File: src/tio_cfg.svh
// Constants for the timed I/O port: widths, reset values and clock block figures.
`ifndef TIO_CFG_SVH
`define TIO_CFG_SVH

// Width of the port counter and of every timestamp.
`define TIO_COUNT_W      16
// Reset value of the port counter.
`define TIO_COUNT_RST    16'h0000
// Number of clock blocks in the unit.
`define TIO_CLK_BLOCKS   6
// Clock block that every port uses after reset.
`define TIO_CLK_SEL_RST  3'h0
// Width of one clock block divider field.
`define TIO_DIV_W        8
// Rate of the tile reference clock followed by clock block 0, in MHz.
`define TIO_REF_MHZ      100
// Default port width in pins and default transfer word width in bits.
`define TIO_PORT_W       4
`define TIO_XFER_W       32

`endif

File: src/tio_buf2_unused_guard.sv
// Holds no logic; it only switches implicit nets off and back on.
`timescale 1ns/10ps
`default_nettype none
`default_nettype wire

File: src/tio_pkg.sv
// Types shared by the timed I/O port modules.
package tio_pkg;

   // Port sequencer states, one-hot.
   typedef enum logic [3:0] {
      TIO_IDLE = 4'b0001,
      TIO_WAIT = 4'b0010,
      TIO_RUN  = 4'b0100,
      TIO_HOLD = 4'b1000
   } tio_state_t;

   // Condition that a conditional input waits for.
   typedef enum logic [1:0] {
      TIO_COND_NONE = 2'h0,
      TIO_COND_EQ   = 2'h1,
      TIO_COND_NEQ  = 2'h2
   } tio_cond_t;

endpackage

File: src/tio_buf2.sv
// Two-entry buffer with valid and ready on both sides.
`timescale 1ns/10ps
`default_nettype none

module tio_buf2 #(
   parameter int WIDTH = 32
) (
   input  wire logic             sys_clk,
   input  wire logic             sys_rst,
   input  wire logic             in_valid,
   output var  logic             in_ready,
   input  wire logic [WIDTH-1:0] in_data,
   output var  logic             out_valid,
   input  wire logic             out_ready,
   output var  logic [WIDTH-1:0] out_data
);

   logic [1:0]       fill;
   logic [WIDTH-1:0] spare;
   logic             push;
   logic             pop;
   logic [1:0]       next_fill;

   // Handshakes on both sides and the fill level they lead to.
   assign push = in_valid && in_ready;
   assign pop  = out_valid && out_ready;
   always_comb begin
      next_fill = fill;
      if (push && !pop) begin
         next_fill = fill + 2'h1;
      end else if (pop && !push) begin
         next_fill = fill - 2'h1;
      end
   end

   // Fill level and the registered flags derived from it.
   always_ff @(posedge sys_clk or posedge sys_rst) begin
      if (sys_rst) begin
         fill      <= 2'h0;
         in_ready  <= 1'b1;
         out_valid <= 1'b0;
      end else begin
         fill      <= next_fill;
         in_ready  <= (next_fill != 2'h2);
         out_valid <= (next_fill != 2'h0);
      end
   end

   // The head entry drives the output; the spare entry catches a word during a stall.
   always_ff @(posedge sys_clk or posedge sys_rst) begin
      if (sys_rst) begin
         out_data <= '0;
         spare    <= '0;
      end else begin
         if (pop) begin
            out_data <= (fill == 2'h2) ? spare : in_data;
         end else if (push && fill == 2'h0) begin
            out_data <= in_data;
         end
         if (push && (fill == 2'h2 || (fill == 2'h1 && !pop))) begin
            spare <= in_data;
         end
      end
   end
endmodule

`default_nettype wire

File: src/tio_port.sv
// Timed I/O port with serialiser, transfer register, port counter and six clock blocks.
`timescale 1ns/10ps
`default_nettype none
`include "tio_cfg.svh"

// How it works
// - Port width is a build parameter among one, four, eight, sixteen, thirty-two pins.
// - All pins of the port share one direction, input or output.
// - Port drives pins high or low, or samples them, optionally awaiting a condition.
// - A processor request is accepted at once only while the two-entry buffer has room.
// - Open-drain: a zero pulls the pin low, a one releases it; whole port.
// - Data passes through a shift register and a transfer register.
// - A sixteen-bit port counter sets the moment of each timed transfer.
// - The counter is always readable; a programmed value delays a transfer until match.
// - Each transfer captures the counter value as a timestamp.
// - An enabled link takes its shared pins away from the port.
// - Pins claimed by a narrower port are released; other pins stay usable.
// - The port always transfers at its full nominal width.
// - Six clock blocks; block 0 follows the reference clock, others programmable.
// - A clock block can run from a one-bit clock pin, optionally divided.
// - Peer strobe paces transfers; an outgoing strobe accompanies output data.
// - After reset the port is attached to clock block 0.
module tio_port #(
   parameter int W     = `TIO_PORT_W,
   parameter int TW    = `TIO_XFER_W,
   parameter int DIV_W = `TIO_DIV_W
) (
   input  wire logic                                   sys_clk,
   input  wire logic                                   sys_rst,
   input  wire logic                                   cfg_dir_out,
   input  wire logic                                   cfg_open_drain,
   input  wire logic                                   cfg_strobe_in,
   input  wire logic                                   cfg_strobe_out,
   input  wire tio_pkg::tio_cond_t                     cfg_cond_mode,
   input  wire logic [W-1:0]                           cfg_cond_value,
   input  wire logic                                   cfg_clk_wr,
   input  wire logic [2:0]                             cfg_clk_sel,
   input  wire logic [`TIO_CLK_BLOCKS-2:0]             cb_src_ext,
   input  wire logic [(`TIO_CLK_BLOCKS-1)*DIV_W-1:0]   cb_div,
   input  wire logic                                   link_enable,
   input  wire logic [W-1:0]                           link_pins,
   input  wire logic [W-1:0]                           narrow_pins,
   input  wire logic                                   time_valid,
   input  wire logic [`TIO_COUNT_W-1:0]                time_value,
   input  wire logic                                   tx_valid,
   output var  logic                                   tx_ready,
   input  wire logic [TW-1:0]                          tx_data,
   output var  logic                                   rx_valid,
   input  wire logic                                   rx_ready,
   output var  logic [TW-1:0]                          rx_data,
   output var  logic [`TIO_COUNT_W-1:0]                xfer_stamp,
   output var  logic [`TIO_COUNT_W-1:0]                port_count,
   output var  logic [2:0]                             port_clk_sel,
   output var  logic                                   cond_event,
   input  wire logic [W-1:0]                           pin_in,
   output var  logic [W-1:0]                           pin_out,
   output var  logic [W-1:0]                           pin_oe,
   input  wire logic                                   clk_pin,
   input  wire logic                                   strobe_from_peer,
   output var  logic                                   strobe_to_peer
);
   import tio_pkg::*;

   localparam int            NCB   = `TIO_CLK_BLOCKS;
   localparam int            BEATS = TW / W;
   localparam int            BW    = $clog2(BEATS + 1);
   localparam logic [2:0]    NSEL  = 3'(NCB);
   localparam logic [BW-1:0] BFULL = BW'(BEATS);

   // True when a sample satisfies the programmed condition.
   function automatic logic cond_met(input tio_cond_t mode, input logic [W-1:0] smp, input logic [W-1:0] val);
      case (mode)
         TIO_COND_EQ:  cond_met = (smp == val);
         TIO_COND_NEQ: cond_met = (smp != val);
         default:      cond_met = 1'b1;
      endcase
   endfunction

   logic [W-1:0]            pin_meta;
   logic [W-1:0]            pin_sync;
   logic                    peer_meta;
   logic                    peer_sync;
   logic                    ck_meta;
   logic                    ck_sync;
   logic                    ck_prev;
   logic                    ext_rise;
   logic [NCB-1:0]          cb_tick;
   logic                    port_tick;
   tio_state_t              st;
   tio_state_t              next_st;
   logic [TW-1:0]           shreg;
   logic [BW-1:0]           beats;
   logic [TW-1:0]           xfer_out;
   logic                    xfer_full;
   logic                    buf_valid;
   logic [TW-1:0]           buf_data;
   logic                    buf_pop;
   logic                    armed;
   logic [`TIO_COUNT_W-1:0] arm_time;
   logic [W-1:0]            pin_val;
   logic                    strobe_pend;
   logic [W-1:0]            taken;
   logic                    peer_ok;
   logic                    time_hit;
   logic                    data_ready;
   logic                    time_start;
   logic                    do_load;
   logic                    do_out_beat;
   logic                    do_in_beat;
   logic                    do_complete;
   logic                    last_beat;
   logic [TW-1:0]           in_shifted;
   logic                    first_beat;
   tio_cond_t               cond_used;
   logic [W-1:0]            cond_ref;

   // Widths outside the supported set cannot be built.
   initial begin
      chk_port_width: assert ((W == 1 || W == 4 || W == 8 || W == 16 || W == 32) && (TW % W == 0))
         else $error("Unsupported port or transfer width.");
   end

   // Pins, peer strobe and clock pin cross into the system clock through two flip-flops.
   always_ff @(posedge sys_clk or posedge sys_rst) begin
      if (sys_rst) begin
         pin_meta  <= '0;
         pin_sync  <= '0;
         peer_meta <= 1'b0;
         peer_sync <= 1'b0;
         ck_meta   <= 1'b0;
         ck_sync   <= 1'b0;
         ck_prev   <= 1'b0;
      end else begin
         pin_meta  <= pin_in;
         pin_sync  <= pin_meta;
         peer_meta <= strobe_from_peer;
         peer_sync <= peer_meta;
         ck_meta   <= clk_pin;
         ck_sync   <= ck_meta;
         ck_prev   <= ck_sync;
      end
   end
   assign ext_rise = ck_sync && !ck_prev;

   // Block 0 ticks on every reference edge; the others divide the reference or the clock pin.
   assign cb_tick[0] = 1'b1;
   for (genvar k = 1; k < NCB; k++) begin : g_cb
      logic [DIV_W-1:0] cnt;
      logic             src;
      logic [DIV_W-1:0] div;
      assign src        = cb_src_ext[k-1] ? ext_rise : 1'b1;
      assign div        = cb_div[(k-1)*DIV_W +: DIV_W];
      assign cb_tick[k] = src && (cnt == div);
      always_ff @(posedge sys_clk or posedge sys_rst) begin
         if (sys_rst) begin
            cnt <= '0;
         end else if (src) begin
            cnt <= (cnt == div) ? '0 : cnt + 1'b1;
         end
      end
   end

   // Clock block selection; a write naming a missing block is ignored.
   always_ff @(posedge sys_clk or posedge sys_rst) begin
      if (sys_rst) begin
         port_clk_sel <= `TIO_CLK_SEL_RST;
      end else if (cfg_clk_wr && cfg_clk_sel < NSEL) begin
         port_clk_sel <= cfg_clk_sel;
      end
   end
   assign port_tick = cb_tick[port_clk_sel];

   // Free-running port counter, wrapping at its top value.
   always_ff @(posedge sys_clk or posedge sys_rst) begin
      if (sys_rst) begin
         port_count <= `TIO_COUNT_RST;
      end else if (port_tick) begin
         port_count <= port_count + 16'h0001;
      end
   end

   // Timed-transfer arm; a new time written in the cycle it is consumed still wins.
   always_ff @(posedge sys_clk or posedge sys_rst) begin
      if (sys_rst) begin
         armed    <= 1'b0;
         arm_time <= `TIO_COUNT_RST;
      end else begin
         if (time_start) begin
            armed <= 1'b0;
         end
         if (time_valid) begin
            armed    <= 1'b1;
            arm_time <= time_value;
         end
      end
   end

   // Words from the processor wait in a two-entry buffer, so a stalled peer loses none.
   tio_buf2 #(
      .WIDTH (TW)
   ) u_buf (
      .sys_clk   (sys_clk),
      .sys_rst   (sys_rst),
      .in_valid  (tx_valid),
      .in_ready  (tx_ready),
      .in_data   (tx_data),
      .out_valid (buf_valid),
      .out_ready (!xfer_full),
      .out_data  (buf_data)
   );
   assign buf_pop = buf_valid && !xfer_full;

   // Sequencing terms for both directions.
   assign peer_ok     = !cfg_strobe_in || peer_sync;
   assign time_hit    = port_tick && (port_count == arm_time);
   assign data_ready  = cfg_dir_out ? xfer_full : 1'b1;
   assign time_start  = (st == TIO_WAIT) && time_hit && data_ready;
   assign last_beat   = (beats == {{(BW-1){1'b0}}, 1'b1});
   assign do_load     = cfg_dir_out && xfer_full && (((st == TIO_IDLE) && !armed) || time_start);
   assign do_out_beat = cfg_dir_out && (st == TIO_RUN) && port_tick && peer_ok;
   assign do_in_beat  = !cfg_dir_out && (st == TIO_RUN) && port_tick && peer_ok &&
                        ((beats != BFULL) || cond_met(cfg_cond_mode, pin_sync, cfg_cond_value));
   assign in_shifted  = (shreg >> W) | (TW'(pin_sync) << (TW - W));
   assign first_beat  = do_in_beat && (beats == BFULL);
   assign do_complete = !cfg_dir_out && ((do_in_beat && last_beat && (!rx_valid || rx_ready)) ||
                        ((st == TIO_HOLD) && !rx_valid));

   // Transfer register on the output side, filled from the buffer head.
   always_ff @(posedge sys_clk or posedge sys_rst) begin
      if (sys_rst) begin
         xfer_full <= 1'b0;
         xfer_out  <= '0;
      end else if (buf_pop) begin
         xfer_full <= 1'b1;
         xfer_out  <= buf_data;
      end else if (do_load) begin
         xfer_full <= 1'b0;
      end
   end

   // Next state of the port sequencer.
   always_comb begin
      next_st = st;
      case (st)
         TIO_IDLE: begin
            if (armed && data_ready) begin
               next_st = TIO_WAIT;
            end else if (do_load || (!cfg_dir_out && !armed)) begin
               next_st = TIO_RUN;
            end
         end
         TIO_WAIT: begin
            if (time_start) begin
               next_st = TIO_RUN;
            end
         end
         TIO_RUN: begin
            if (do_out_beat && last_beat) begin
               next_st = TIO_IDLE;
            end else if (do_in_beat && last_beat) begin
               next_st = do_complete ? TIO_IDLE : TIO_HOLD;
            end
         end
         TIO_HOLD: begin
            if (do_complete) begin
               next_st = TIO_IDLE;
            end
         end
         default: next_st = TIO_IDLE;
      endcase
   end

   // Sequencer state, shift register and beat count; one beat moves W bits, low bits first.
   always_ff @(posedge sys_clk or posedge sys_rst) begin
      if (sys_rst) begin
         st    <= TIO_IDLE;
         shreg <= '0;
         beats <= '0;
      end else begin
         st <= next_st;
         if (next_st == TIO_RUN && st != TIO_RUN) begin
            beats <= BFULL;
         end else if (do_out_beat || do_in_beat) begin
            beats <= beats - 1'b1;
         end
         if (do_load) begin
            shreg <= xfer_out;
         end else if (do_out_beat) begin
            shreg <= shreg >> W;
         end else if (do_in_beat) begin
            shreg <= in_shifted;
         end
      end
   end

   // Condition in force at the first beat; a later change of mode must not relabel a word in flight.
   always_ff @(posedge sys_clk or posedge sys_rst) begin
      if (sys_rst) begin
         cond_used <= TIO_COND_NONE;
         cond_ref  <= '0;
      end else if (first_beat) begin
         cond_used <= cfg_cond_mode;
         cond_ref  <= cfg_cond_value;
      end
   end

   // Input transfer register toward the processor; a completion wins over a take.
   always_ff @(posedge sys_clk or posedge sys_rst) begin
      if (sys_rst) begin
         rx_valid   <= 1'b0;
         rx_data    <= '0;
         cond_event <= 1'b0;
      end else begin
         cond_event <= do_complete && ((first_beat ? cfg_cond_mode : cond_used) != TIO_COND_NONE);
         if (do_complete) begin
            rx_valid <= 1'b1;
            rx_data  <= (st == TIO_HOLD) ? shreg : in_shifted;
         end else if (rx_ready) begin
            rx_valid <= 1'b0;
         end
      end
   end

   // Timestamp of the moment data passes between pins and transfer register.
   always_ff @(posedge sys_clk or posedge sys_rst) begin
      if (sys_rst) begin
         xfer_stamp <= `TIO_COUNT_RST;
      end else if (do_load || do_complete) begin
         xfer_stamp <= port_count;
      end
   end

   // Pin drive: direction, open-drain, and pins lost to a link or a narrower port.
   assign taken = narrow_pins | (link_enable ? link_pins : '0);
   always_ff @(posedge sys_clk or posedge sys_rst) begin
      if (sys_rst) begin
         pin_val        <= '0;
         pin_out        <= '0;
         pin_oe         <= '0;
         strobe_pend    <= 1'b0;
         strobe_to_peer <= 1'b0;
      end else begin
         if (do_out_beat) begin
            pin_val <= shreg[W-1:0];
         end
         pin_out        <= cfg_open_drain ? '0 : pin_val;
         pin_oe         <= cfg_dir_out ? (~taken & (cfg_open_drain ? ~pin_val : '1)) : '0;
         strobe_pend    <= do_out_beat;
         strobe_to_peer <= cfg_strobe_out && strobe_pend;
      end
   end
endmodule

`default_nettype wire

File: config.mk
export PLATFORM = sky130hd
export DESIGN_NAME = tio_port
export DESIGN_NICKNAME = d
export VERILOG_FILES = /design/src/tio_buf2_unused_guard.sv /design/src/tio_pkg.sv /design/src/tio_buf2.sv /design/src/tio_port.sv
export VERILOG_INCLUDE_DIRS = /design/src
export SDC_FILE = /design/constraint.sdc
export NUM_CORES = 1
export LEC_CHECK = 0
export BUFFER_PORTS_ARGS = -buffer_cell sky130_fd_sc_hd__buf_2
export CELL_PAD_IN_SITES_DETAIL_PLACEMENT = 0
export CELL_PAD_IN_SITES_GLOBAL_PLACEMENT = 1
export CORE_MARGIN = 2
export CORE_UTILIZATION = 40
export DETAILED_ROUTE_END_ITERATION = 16
export PLACE_DENSITY_LB_ADDON = 0.1
export REMOVE_ABC_BUFFERS = 1
export SYNTH_ARGS = -nofsm -noshare
export SYNTH_HDL_FRONTEND = slang
export SYNTH_SLANG_ARGS = --single-unit
File: constraint.sdc
create_clock -name sys_clk -period 21 [get_ports sys_clk]
set_clock_uncertainty 0.15 [all_clocks]
set_input_delay 3.15 -clock sys_clk [delete_from_list [all_inputs] [get_ports sys_clk]]
set_output_delay 3.15 -clock sys_clk [all_outputs]
set_load 0.02 [all_outputs]
==> impl_results.md <==
* Status: complete, no violations
* Async SR Flop Fraction at 100%
* Grt ovf at 0
* Commonest non-fill, non-tap cell in the layout: dfrtp_1
* Power Density at 106 nW/µm²
* Share of layout cells above drive strength 1 at 25.7%
* Core box area at 32400 µm²
* First-pass iteration count of the detailed router at 4
* Top area cells in the synthesized netlist: dfrtp_1 (56%), mux2_2 (6.0%), nand2_1 (5.6%), xor2_1 (4.3%), mux2i_1 (3.4%)
* CTS tree: built
* YS warnings at 0
* Pleak at 7.95 nW
* Die Y-Extent at 185 µm
* Vias in the first global route at 9111
* Fmax at 0.167 GHz
* Initial antenna violation count at 0
* Hold Vio Cnt, Final at 0
* Post-route ant nets at 0
* Hold/Removal Path Class: reg2reg
* Final net count at 1532
* Gpl congestion at 0.759
* # resized after CTS at 0
* Min cycle time layout at 6000 ps
* # Post-CTS Setup Buffers at 0
* DRC Markers at 0
* Die width at 185 µm
* EDFF count, synth at 0
* Largest area contributor in the netlist: dfrtp_1
* H-tree levels at 2
* First-pass GRT wire length at 48700 µm
* Hpwl dp at 20300 µm
* PortBufs at 205
* Seq cells post-synth at 296
* P&R area growth vs syn at 20.3%
* Crit share post-route at 28.6%
* Worst slew pin tran at 1000 ps
* Max-Cap Viols at 0
* VDD IR max at 0.0000522 V
* Slew Viols, Final at 0
* Crit Path Category: in2reg
* Clk sink count at 296
* RSZ-0062 raised after global routing: no
* Wire length per cell at 16.2 µm
* Die ar. at 34100 µm²
* Final setup margin at 15000 ps
* TritonCTS buffer count at 35
* Hold-fix buffers, CTS at 0
* Clk Latency, worst-skew pair at 510 ps
* Largest net degree at the start of global routing at 112
* Post-synth top area share at 56.3%
* Pre-CTS WS at 14500 ps
* Netlist cell types at 55
* Vias at 9049
* Final wirelength at 30200 µm
* Most frequent cells in the layout: dfrtp_1 (294), buf_2 (205), nand2_1 (196)
* IO Count at 206
* Most used flip-flop cell after synthesis: dfrtp_1
* Initial Utilization at 40.3%
* Setup violations, final at 0
* Seq/Total Area, Yosys at 56.7%
* Via density at 4.86
* CTS max path bufs at 3
* Site row count at 66
* Startpoint types: input pin
* Clock transition at path regs at 60 ps
* Worst Path Arrival at 6240 ps
* Worst-path fanout max at 38
* CP required at 21230 ps
* Setup TNS at 0 ps
* CP Capture Type: flip-flop
* Area after DPL at 14600 µm²
* Slew headroom at 33.1%
* All-Layer GR Usage at 18.0%
* Gate Count Post-Synth at 1187
* CTS Root Cell: clkbuf_16
* Mean Syn Cell Area at 11.0 µm²
* Iteration-0 DRC Markers at 446
* Synthesized area at 13100 µm²
* Finished Cell Area at 15700 µm²
## kinds of logic (layout without fill, tap and decap cells)
logic type | after synthesis | count (layout) | synth area share, %
multiplexers | 115 | 115 | 9.48
AO/OA/AOI/OAI | 177 | 177 | 9.27
buffers and inverters | 74 | 305 | 2.32
other | 0 | 1 | 0
adder cells (fa/ha/maj) | 13 | 13 | 1.25
flip-flops | 296 | 296 | 56.7
AND/OR/NAND/NOR | 403 | 403 | 13.6
XOR/XNOR | 109 | 109 | 7.31
## path summary, 6_finish.rpt
path,from,end,slack [ps],cells past startpoint
setup / recovery,cb_div[31],xfer_stamp[2],15000,10
hold / removal,pin_meta[3],pin_sync[3],200,0
setup reg to reg,ck_sync,xfer_stamp[2],16980,9
hold reg to reg,pin_meta[3],pin_sync[3],200,0
max in group asynchronous,sys_rst,u_buf.out_data[2],16070,4
min in group asynchronous,sys_rst,cond_event,2640,2
## area by class of cell
type,instances,area [µm²]
tap,442,553
clock buffer,54,1060
timing repair buffer,218,1120
sequential,296,7410
multi-input combinational,817,5410
inverter,24,97.6
antenna,1,2.50
fill,3082,16700
clock inverter,9,62.6
## worst max-delay path, stage by stage
cell      delay (ps)
buf_2            100
xor2_1           150
nor4_1           400
a311oi_1         180
a2111o_1         550
or3_4            470
a21oi_4          150
buf_4            420
nor2_2           290
mux2_2           350
## Yosys cell counts, types with 5 or more instances
cell,count
xor2_1,64
a21oi_1,49
dfrtp_1,294
nor3_1,9
inv_1,24
and4_1,5
nand4_1,13
mux2_2,70
nand3_1,15
nor4_1,9
a21o_1,32
a22o_1,33
xnor2_1,45
ha_1,13
nor2_1,108
buf_2,11
mux2i_1,45
o21ai_0,28
a22oi_1,17
and3_1,16
or2_2,6
clkbuf_1,36
nor2b_1,7
nand2_1,196
## stage by stage
stage	hold WS [ps]	util, %	power (W)	cells
after floorplan	181	-	0.00100	1137
after global placement	184	45.1	0.00110	1797
after CTS	201	48.5	0.00170	1860
after detailed placement	187	45.1	0.00110	1797
final	199	48.6	0.00167	1861
after global routing	212	48.5	0.00178	1860
## routing by layer
metal | GRT usage, % | vias up | wire length (µm) | part of all wire, %
met5 | 0 | - | 0 | 0
met1 | 24.8 | 4382 | 14200 | 47
li1 | - | 4462 | - | -
met4 | 3.81 | 0 | 382 | 1.3
met2 | 29.4 | 175 | 14100 | 47
met3 | 3.64 | 30 | 1490 | 5.0
## report_power, final
part	switching, W	internal [W]	leakage, nW
combinational	0.000153	0.000152	3.59
clock	0.000234	0.000348	0.554
sequential	0.0000971	0.000686	3.80
## flip-flops by register name, indices dropped and copies added (netlist names), 16 cells and up
signal and count:
g_cb.cnt 40, rx_data 32, shreg 32, u_buf.out_data 32, u_buf.spare 32, xfer_out 32, arm_time 16, port_count 16
xfer_stamp 16
Note: power is estimated with default switching activity, not from simulation.
